<file path="src/rtl/legacy_address_decoder_pkg.sv">
// constants and carrier types of the legacy address decoder
package legacy_address_decoder_pkg;
   localparam int unsigned REG_ADDR_W = 4;
   localparam int unsigned DATA_W = 32;
   localparam int unsigned HOST_ADDR_W = 36;
   localparam int unsigned DOWN_ADDR_W = 32;
   localparam int unsigned HOST_DATA_W = 64;
   localparam int unsigned NUM_SEGS = 13;
   localparam int unsigned NUM_SMALL_SEGS = 12;
   localparam int unsigned ATTR_W = 2 * NUM_SEGS;
   localparam int unsigned COUNT_W = 16;

   // register byte addresses
   localparam logic [REG_ADDR_W-1:0] OFS_VIDEO_CTRL = 4'h0;
   localparam logic [REG_ADDR_W-1:0] OFS_SEG_ATTR = 4'h4;
   localparam logic [REG_ADDR_W-1:0] OFS_STATUS = 4'h8;

   // video control fields
   localparam int unsigned POS_VGA_EN = 0;
   localparam int unsigned POS_MONO_PRESENT = 1;
   localparam int unsigned POS_SMM_EN = 2;
   // segment attribute fields: segment i uses bits 2i (read) and 2i+1 (write)
   localparam int unsigned POS_RD_EN = 0;
   localparam int unsigned POS_WR_EN = 1;
   // status fields
   localparam int unsigned POS_TERM_COUNT = 0;
   localparam int unsigned POS_LAST_TARGET = 16;

   localparam logic RST_VGA_EN = 1'h0;
   localparam logic RST_MONO_PRESENT = 1'h0;
   localparam logic RST_SMM_EN = 1'h0;
   localparam logic [ATTR_W-1:0] RST_SEG_ATTR = 26'h0000000;
   localparam logic [COUNT_W-1:0] RST_TERM_COUNT = 16'h0000;

   // address map: region bases as byte addresses, MONO_PAGE in bits [19:15], SMALL_SEG_FIRST in bits [19:14] (16 KB), then the mono I/O ports
   localparam logic [19:0] VIDEO_BASE = 20'hA0000;
   localparam logic [19:0] EXP_BASE = 20'hC0000;
   localparam logic [19:0] BIOS_BASE = 20'hF0000;
   localparam logic [19:15] MONO_PAGE = 5'h16;
   localparam logic [5:0] SMALL_SEG_FIRST = 6'h30;
   localparam logic [15:0] MONO_IO_3B4 = 16'h03B4;
   localparam logic [15:0] MONO_IO_3B5 = 16'h03B5;
   localparam logic [15:0] MONO_IO_3B8 = 16'h03B8;
   localparam logic [15:0] MONO_IO_3B9 = 16'h03B9;
   localparam logic [15:0] MONO_IO_3BA = 16'h03BA;
   localparam logic [15:0] MONO_IO_3BF = 16'h03BF;

   typedef enum logic [1:0] {
      TGT_DRAM = 2'h0,
      TGT_GFX = 2'h1,
      TGT_HUB = 2'h3,
      TGT_TERM = 2'h2
   } target_e;

   typedef enum logic [1:0] {
      ORG_CPU = 2'h0,
      ORG_GFX = 2'h1,
      ORG_HUB = 2'h2
   } origin_e;

   typedef struct packed {
      logic valid;
      logic [HOST_ADDR_W-1:0] addr;
      logic is_io;
      logic is_write;
      logic smm;
      origin_e origin;
      logic [HOST_DATA_W-1:0] wdata;
   } request_s;

   typedef struct packed {
      logic valid;
      target_e target;
      logic [DOWN_ADDR_W-1:0] addr;
      logic is_io;
      logic is_write;
      logic [HOST_DATA_W-1:0] wdata;
   } forward_s;

   typedef struct packed {
      logic valid;
      logic [HOST_DATA_W-1:0] data;
   } host_reply_s;
endpackage

</file>
<file path="src/rtl/legacy_address_decoder.sv">
// legacy address decoder: compatibility-area routing and above-4GB termination
// Notes on behaviour
// RULE1 - claim above-4GB accesses, drop their data
// RULE2 - terminated reads return all zeros
// RULE3 - no downstream address beyond 32 bits
// RULE4 - software keeps programmable ranges non-overlapping
// RULE5 - decode memory to 4GB, no remap
// RULE6 - low 640KB always goes to DRAM
// RULE7 - thirteen segments: separate read, write enables
// RULE8 - expansion segments: read, write, both, none
// RULE9 - BIOS extension segments routed by own attributes
// RULE10 - disabled segment DRAM is never relocated
// RULE11 - system BIOS segment resets fully disabled
// RULE12 - enabled BIOS attributes shadow into DRAM
// RULE13 - video range steered by vga and mono bits
// RULE14 - graphics port claimed first in video range
// RULE15 - SMM processor video accesses hit DRAM
// RULE16 - downstream SMM-space cycles treated as video
// RULE17 - mono memory range steered to gfx or hub
// RULE18 - mono adapter I/O ports steered likewise
// RULE19 - video range is default SMM space
// RULE20 - enabled direction to DRAM, else hub
`timescale 1ns/1ps
`default_nettype none

module legacy_address_decoder
(
   input wire logic i_clock,
   input wire logic i_rst,
   input wire logic i_clk_en,
   input wire logic [legacy_address_decoder_pkg::REG_ADDR_W-1:0] i_reg_addr,
   input wire logic [legacy_address_decoder_pkg::DATA_W-1:0] i_reg_wdata,
   input wire logic i_reg_wr,
   input wire logic i_reg_rd,
   output logic [legacy_address_decoder_pkg::DATA_W-1:0] o_reg_rdata,
   input wire legacy_address_decoder_pkg::request_s i_req,
   output legacy_address_decoder_pkg::forward_s o_fwd,
   output legacy_address_decoder_pkg::host_reply_s o_host_reply
);

   typedef struct packed {
      logic vga_en;
      logic mono_present;
      logic smm_en;
      logic [legacy_address_decoder_pkg::ATTR_W-1:0] seg_attr;
      logic [legacy_address_decoder_pkg::COUNT_W-1:0] term_count;
      legacy_address_decoder_pkg::target_e last_target;
      logic [legacy_address_decoder_pkg::DATA_W-1:0] rdata;
      legacy_address_decoder_pkg::forward_s fwd;
      legacy_address_decoder_pkg::host_reply_s reply;
   } state_s;

   state_s state_q;
   state_s state_d;

   logic [legacy_address_decoder_pkg::NUM_SEGS-1:0] seg_hit;
   logic [legacy_address_decoder_pkg::NUM_SEGS-1:0] seg_rd_en;
   logic [legacy_address_decoder_pkg::NUM_SEGS-1:0] seg_wr_en;
   logic [19:0] low_addr;
   logic above_4g;
   logic below_1m;
   logic in_dos;
   logic in_video;
   logic in_mono;
   logic in_attr;
   logic mono_io;
   logic seg_to_dram;
   logic smm_dram;
   legacy_address_decoder_pkg::target_e video_target;
   legacy_address_decoder_pkg::target_e route;

   assign low_addr = i_req.addr[19:0];
   assign above_4g = |i_req.addr[legacy_address_decoder_pkg::HOST_ADDR_W-1:32];
   assign below_1m = ~|i_req.addr[31:20];
   // the segment compares below rely on the region bases being ordered
   assign in_dos = below_1m && (low_addr < legacy_address_decoder_pkg::VIDEO_BASE);
   assign in_video = below_1m && (low_addr >= legacy_address_decoder_pkg::VIDEO_BASE)
      && (low_addr < legacy_address_decoder_pkg::EXP_BASE);
   assign in_mono = in_video && (low_addr[19:15] == legacy_address_decoder_pkg::MONO_PAGE);
   assign in_attr = below_1m && (low_addr >= legacy_address_decoder_pkg::EXP_BASE);

   // thirteen segments, twelve of 16KB and one 64KB BIOS segment, each with its own attribute pair
   genvar g;
   generate
      for (g = 0; g < legacy_address_decoder_pkg::NUM_SEGS; g++)
      begin : g_seg
         if (g < legacy_address_decoder_pkg::NUM_SMALL_SEGS)
         begin : g_small
            // RULE8 sixteen-KB segments
            assign seg_hit[g] = in_attr && (low_addr[19:14]
               == legacy_address_decoder_pkg::SMALL_SEG_FIRST + 6'(g));
         end
         else
         begin : g_bios
            // RULE12 single 64KB segment
            assign seg_hit[g] = in_attr
               && (low_addr >= legacy_address_decoder_pkg::BIOS_BASE);
         end
         // RULE7 separate enables
         assign seg_rd_en[g] = state_q.seg_attr[2*g + legacy_address_decoder_pkg::POS_RD_EN];
         assign seg_wr_en[g] = state_q.seg_attr[2*g + legacy_address_decoder_pkg::POS_WR_EN];
      end
   endgenerate

   // RULE20 direction picks the enable
   // RULE9 per-segment routing
   assign seg_to_dram = i_req.is_write ? |(seg_hit & seg_wr_en) : |(seg_hit & seg_rd_en);

   // RULE18 mono I/O ports
   assign mono_io = (i_req.addr[15:0] == legacy_address_decoder_pkg::MONO_IO_3B4)
      || (i_req.addr[15:0] == legacy_address_decoder_pkg::MONO_IO_3B5)
      || (i_req.addr[15:0] == legacy_address_decoder_pkg::MONO_IO_3B8)
      || (i_req.addr[15:0] == legacy_address_decoder_pkg::MONO_IO_3B9)
      || (i_req.addr[15:0] == legacy_address_decoder_pkg::MONO_IO_3BA)
      || (i_req.addr[15:0] == legacy_address_decoder_pkg::MONO_IO_3BF);

   // RULE15 SMM processor to DRAM
   // RULE16 downstream never reaches SMM DRAM
   // RULE19 video range as SMM space
   assign smm_dram = state_q.smm_en && i_req.smm
      && (i_req.origin == legacy_address_decoder_pkg::ORG_CPU);

   // a present mono adapter lives on the hub; the rest of video follows vga enable
   always_comb
   begin
      video_target = legacy_address_decoder_pkg::TGT_HUB;
      // RULE14 graphics claimed first
      if (state_q.vga_en)
      begin
         video_target = legacy_address_decoder_pkg::TGT_GFX;
      end
      // RULE13 video steering
      // RULE17 mono range steering
      if ((in_mono || (i_req.is_io && mono_io)) && state_q.mono_present)
      begin
         video_target = legacy_address_decoder_pkg::TGT_HUB;
      end
   end

   always_comb
   begin
      route = legacy_address_decoder_pkg::TGT_HUB;
      if (i_req.is_io)
      begin
         route = mono_io ? video_target : legacy_address_decoder_pkg::TGT_HUB;
      end
      else if (above_4g)
      begin
         // RULE1 claim above 4GB
         route = legacy_address_decoder_pkg::TGT_TERM;
      end
      else if (in_dos)
      begin
         // RULE6 fixed DRAM
         route = legacy_address_decoder_pkg::TGT_DRAM;
      end
      else if (in_video)
      begin
         route = smm_dram ? legacy_address_decoder_pkg::TGT_DRAM : video_target;
      end
      else if (in_attr)
      begin
         // RULE10 disabled goes to hub, never remapped
         route = seg_to_dram ? legacy_address_decoder_pkg::TGT_DRAM
            : legacy_address_decoder_pkg::TGT_HUB;
      end
      else
      begin
         // RULE5 flat decode up to 4GB
         route = legacy_address_decoder_pkg::TGT_DRAM;
      end
   end

   always_comb
   begin
      state_d = state_q;
      state_d.fwd.valid = 1'b0;
      state_d.reply.valid = 1'b0;
      state_d.rdata = '0;

      if (i_reg_wr)
      begin
         unique case (i_reg_addr)
            legacy_address_decoder_pkg::OFS_VIDEO_CTRL:
            begin
               state_d.vga_en = i_reg_wdata[legacy_address_decoder_pkg::POS_VGA_EN];
               state_d.mono_present =
                  i_reg_wdata[legacy_address_decoder_pkg::POS_MONO_PRESENT];
               state_d.smm_en = i_reg_wdata[legacy_address_decoder_pkg::POS_SMM_EN];
            end
            legacy_address_decoder_pkg::OFS_SEG_ATTR:
            begin
               state_d.seg_attr = i_reg_wdata[legacy_address_decoder_pkg::ATTR_W-1:0];
            end
            default:
            begin
               state_d.seg_attr = state_q.seg_attr;
            end
         endcase
      end

      if (i_reg_rd)
      begin
         unique case (i_reg_addr)
            legacy_address_decoder_pkg::OFS_VIDEO_CTRL:
            begin
               state_d.rdata[legacy_address_decoder_pkg::POS_VGA_EN] = state_q.vga_en;
               state_d.rdata[legacy_address_decoder_pkg::POS_MONO_PRESENT] =
                  state_q.mono_present;
               state_d.rdata[legacy_address_decoder_pkg::POS_SMM_EN] = state_q.smm_en;
            end
            legacy_address_decoder_pkg::OFS_SEG_ATTR:
            begin
               state_d.rdata[legacy_address_decoder_pkg::ATTR_W-1:0] = state_q.seg_attr;
            end
            legacy_address_decoder_pkg::OFS_STATUS:
            begin
               state_d.rdata[legacy_address_decoder_pkg::POS_TERM_COUNT +: 16] =
                  state_q.term_count;
               state_d.rdata[legacy_address_decoder_pkg::POS_LAST_TARGET +: 2] =
                  state_q.last_target;
            end
            default:
            begin
               // unmapped addresses read as zero
               state_d.rdata = '0;
            end
         endcase
      end

      if (i_req.valid)
      begin
         state_d.last_target = route;
         if (route == legacy_address_decoder_pkg::TGT_TERM)
         begin
            // counter saturates so software can tell a flood from a wrap
            if (state_q.term_count != 16'hFFFF)
            begin
               state_d.term_count = state_q.term_count + 16'h0001;
            end
            // RULE2 zero data on reads
            if (!i_req.is_write)
            begin
               state_d.reply.valid = 1'b1;
               state_d.reply.data = '0;
            end
         end
         else
         begin
            state_d.fwd.valid = 1'b1;
            state_d.fwd.target = route;
            // RULE3 only 32-bit addresses leave
            state_d.fwd.addr = i_req.addr[legacy_address_decoder_pkg::DOWN_ADDR_W-1:0];
            state_d.fwd.is_io = i_req.is_io;
            state_d.fwd.is_write = i_req.is_write;
            state_d.fwd.wdata = i_req.wdata;
         end
      end
   end

   always_ff @(posedge i_clock or posedge i_rst)
   begin
      if (i_rst)
      begin
         state_q.vga_en <= legacy_address_decoder_pkg::RST_VGA_EN;
         state_q.mono_present <= legacy_address_decoder_pkg::RST_MONO_PRESENT;
         state_q.smm_en <= legacy_address_decoder_pkg::RST_SMM_EN;
         // RULE11 BIOS segment disabled at reset
         state_q.seg_attr <= legacy_address_decoder_pkg::RST_SEG_ATTR;
         state_q.term_count <= legacy_address_decoder_pkg::RST_TERM_COUNT;
         state_q.last_target <= legacy_address_decoder_pkg::TGT_DRAM;
         state_q.rdata <= '0;
         state_q.fwd <= '0;
         state_q.reply <= '0;
      end
      else if (i_clk_en)
      begin
         state_q <= state_d;
      end
   end

   assign o_reg_rdata = state_q.rdata;
   assign o_fwd = state_q.fwd;
   assign o_host_reply = state_q.reply;

endmodule // legacy_address_decoder

`default_nettype wire

</file>
<file path="config.mk">
export PLATFORM = sky130hd
export DESIGN_NAME = legacy_address_decoder
export DESIGN_NICKNAME = d
export VERILOG_FILES = /design/src/rtl/legacy_address_decoder_pkg.sv /design/src/rtl/legacy_address_decoder.sv
export SDC_FILE = /design/constraint.sdc
export NUM_CORES = 1
export LEC_CHECK = 0
export BUFFER_PORTS_ARGS = -buffer_cell sky130_fd_sc_hd__clkbuf_2
export CAP_MARGIN = 20
export CORE_MARGIN = 2
export CORE_UTILIZATION = 50
export DETAILED_ROUTE_END_ITERATION = 12
export GPL_ROUTABILITY_DRIVEN = 0
export PLACE_DENSITY = 0.81
export SYNTH_ARGS = -nofsm -noshare
export SYNTH_HDL_FRONTEND = slang
export SYNTH_SLANG_ARGS = --single-unit
</file>
<file path="constraint.sdc">
create_clock -name i_clock -period 11.6 [get_ports i_clock]
set_input_delay 1.16 -clock i_clock [delete_from_list [all_inputs] [get_ports i_clock]]
set_output_delay 1.16 -clock i_clock [all_outputs]
set_load 0.1 [all_outputs]
</file>
==> impl_metrics.py <==
metrics = {
    "setup_path": {
        "reg2reg_depth": 9,
        "path_delay_family": "simple AND/OR/NAND/NOR gates",
        "crit_type": "input pin to flip-flop",
        "start_kind": "input pin",
        "critPathBufInv": 3,
        "endpoint_kind": "flip-flop",
        "timing.rr.start": "seg_wr_en[1]",
        "r2r_setup_slack_ns": 7.96,
        "cp_max_fo": 67,
        "crit_slowest_cell": "nor4_1",
        "r2r_end": "o_fwd[67]",
        "cp_cell_sequence": "clkbuf_2 -> nor4_1 -> nand3_1 -> a2111o_1 -> o22ai_1 -> o22ai_1 -> buf_4 -> a21oi_4 -> buf_4 -> mux2_2",
        "cpPeakStageDelay_ns": 0.83,
        "crit_required_ns": 11.90,
        "arrival_ns": 4.74,
    },
    "synth": {
        "synth-warning-count": 0,
        "synth_area_um2": 9121,
        "synth_ff_type": "dfrtp_1",
        "synth.distinct_cells": 56,
        "synth_area_leaders": "dfrtp_1 48%, buf_4 16%, mux2_2 15%",
        "synth.ff_latch_count": 175,
        "synth_top_area_cell": "dfrtp_1",
        "yosysSeqAreaShare": 0.4801,
        "ys_async_sr_fraction": 1.000,
        "synthCells": 762,
        "syn_avg_cell_area_um2": 11.97,
        "synth_top_area_share": 0.4801,
        "synth_edf_count": 0,
    },
    "grt": {
        "antenna_found_initial": 0,
        "gr-max-usage-layer": "met2",
        "grt_first_pass_wirelength_um": 32260,
        "grtUsageMet2": 0.3511,
        "grt_max_degree": 114,
        "gr-usage-met3": 0.04627,
        "grt.met1_usage": 0.2764,
        "grt_util_all_layers": 0.2106,
        "grt_overflow": 0,
        "first_global_vias": 5850,
    },
    "worst_hold_path": {
        "hold_end": "state_q[198]",
        "hp-start": "state_q[198]",
        "min_path_cells": 1,
        "hold_class": "flip-flop to flip-flop",
    },
    "finish": {
        "num-nets-final": 1046,
        "fin_util": 0.5566,
        "area_growth_pct": 9.246,
        "drive_above_1_share": 0.4862,
        "antenna_cells": 0,
    },
    "floorplan": {
        "die_h_um": 139.1,
        "die_area_um2": 19340,
        "start_util": 0.5095,
        "ios": 345,
        "die_width_um": 139.1,
        "num_rows": 49,
        "core_area_um2": 17900,
    },
    "sta": {
        "fin_ws_ns": 7.167,
        "finalCritPeriodShare": 0.3821,
        "setup_viol": 0,
        "fmax_mhz": 225.6,
        "worst_pin_slew_ns": 0.9648,
        "finalMaxSlewViolations": 0,
        "fin_crit_ns": 4.433,
        "tns_ns": 0,
        "slew_headroom": 0.3509,
        "rsz0062_at_grt": "no",
        "hold_violations": 0,
        "fin_worst_skew_ns": 0.008742,
    },
    "placed_design": {
        "pre_cts_ws_ns": 6.762,
        "hpwl_um": 15480,
        "portBuffers": 268,
    },
    "clock_network": {
        "cts_inserted_buffers": 17,
        "clkSinkCount": 175,
        "cts_setup_buffers": 0,
        "htreeDepth": 4,
        "ctsResizeCount": 0,
        "postCtsHoldBufs": 0,
        "cts_tree": "yes",
        "path_clk_slew_ns": 0.06,
        "clkLatencyLatePin_ns": 0.42,
        "cts_root_buffer": "clkbuf_16",
        "cts.path.max_buffers": 2,
    },
    "pwr": {
        "leakage_nw": 4.789,
        "total_power_w": 0.002352,
        "power_density_nw_per_um2": 236.0,
        "peakVddDrop_uv": 178.8,
    },
    "run_status": {
        "status": "completed",
    },
    "detailed_routing": {
        "avgRoutedWirePerCell_um": 18.23,
        "ant_nets": 0,
        "first_iter_violations": 359,
        "avgViaCountPerCell": 5.307,
        "dr.pass1.iters": 4,
        "post-route-drc-count": 0,
        "dr_total_vias": 6029,
        "wl_um": 20710,
    },
    "run": {
        "maxCapViolations": 0,
    },
}
-- kinds of logic after synthesis --
family / after synthesis / synth area share
AOI/OAI and AO/OA: 91 / 0.07956
xor gates and xnor gates: 14 / 0.01344
adders and majority gates: 1 / 0.001372
buffers and inverters: 235 / 0.1819
DFF: 175 / 0.4801
muxes: 134 / 0.1700
other: 1 / 0.0004111
and+or+nand+nor: 111 / 0.07325
-- power breakdown --
group	total, W	internal [W]	leakage [nW]	switching, W
clock	0.000493	0.000267	0.227	0.000225
sequential	0.000817	0.000728	2.18	0.0000888
combinational	0.00104	0.000181	2.38	0.000861
total	0.00235	0.00118	4.79	0.00118
-- metal layers --
layer / vias to the layer above / wire, um
li1: 2734 / -
met1: 3010 / 8620
met2: 258 / 10340
met3: 27 / 1389
met4: 0 / 354
met5: - / 0
-- sequential cells by signal, indices dropped and copies added, names as in the netlist --
register      flops
o_fwd           101
o_host_reply      1
o_reg_rdata      26
seg_rd_en        13
seg_wr_en        13
state_q          21
-- layout by cell type (no fill, tap or decap), drive strengths merged, types with 5 or more instances in the layout --
| cell type | Yosys | final |
|---|---|---|
| clkbuf | 15 | 289 |
| dfrtp | 175 | 175 |
| mux2 | 133 | 133 |
| conb | 1 | 70 |
| a22oi | 20 | 20 |
| nand2 | 18 | 18 |
| o2bb2ai | 18 | 18 |
| nand4 | 14 | 14 |
| nand3 | 13 | 13 |
| xnor2 | 13 | 13 |
| nor2 | 11 | 11 |
| nor4 | 9 | 9 |
| a22o | 9 | 9 |
| o21ai | 8 | 8 |
| buf | 213 | 8 |
| inv | 7 | 7 |
| and3 | 6 | 6 |
| a21oi | 6 | 6 |
| and4b | 5 | 5 |
-- synthesized netlist by cell type, types with 8 or more instances --
master	instances
mux2_2	125
buf_2	9
nand3_1	13
nand2_1	18
xnor2_1	13
dfrtp_1	175
nand4_1	14
o2bb2ai_1	18
a22oi_1	20
mux2_4	8
a22o_1	9
nor2_1	11
clkbuf_1	15
nor4_1	9
buf_4	198
o21ai_0	8
-- worst reg2reg max path: cells and delay by family, from the launching register on --
family	cells	cell delay [ns]
simple gates	1	0.19
mux	2	0.93
compound gates	4	0.99
buf+inv	2	0.96
flops	1	0.45
-- per-stage QoR --
stage | hold slack (ns) | cell area (um^2) | instances
floorplan | 0.4504 | 9380 | 831
global placement | 0.4635 | 9432 | 1106
detailed placement | 0.4677 | 9452 | 1107
CTS | 0.4812 | 9937 | 1135
global route | 0.5020 | 9965 | 1136
finish | 0.4788 | 9965 | 1136
-- how the worst max path moves through the flow --
| stage | start | to | depth (start not counted) |
|---|---|---|---|
| after floorplan | i_rst | o_fwd[0] | 1 |
| after global placement | i_req[98] | o_fwd[21] | 10 |
| after detailed placement | i_req[98] | o_fwd[24] | 10 |
| after CTS | i_req[98] | o_fwd[24] | 10 |
| after global routing | i_req[98] | o_fwd[73] | 10 |
| final | i_req[98] | o_fwd[67] | 10 |
-- final cells by class --
type	count	area (um^2)
clock buffers	21	440.4
inverters	7	31.28
fillers	1514	7938
well taps	229	286.5
multi-input cells	421	3348
flip-flops and latches	175	4379
repair buffers	276	1434
clock inverters	7	45.04
(Power assumes the default switching activity.)
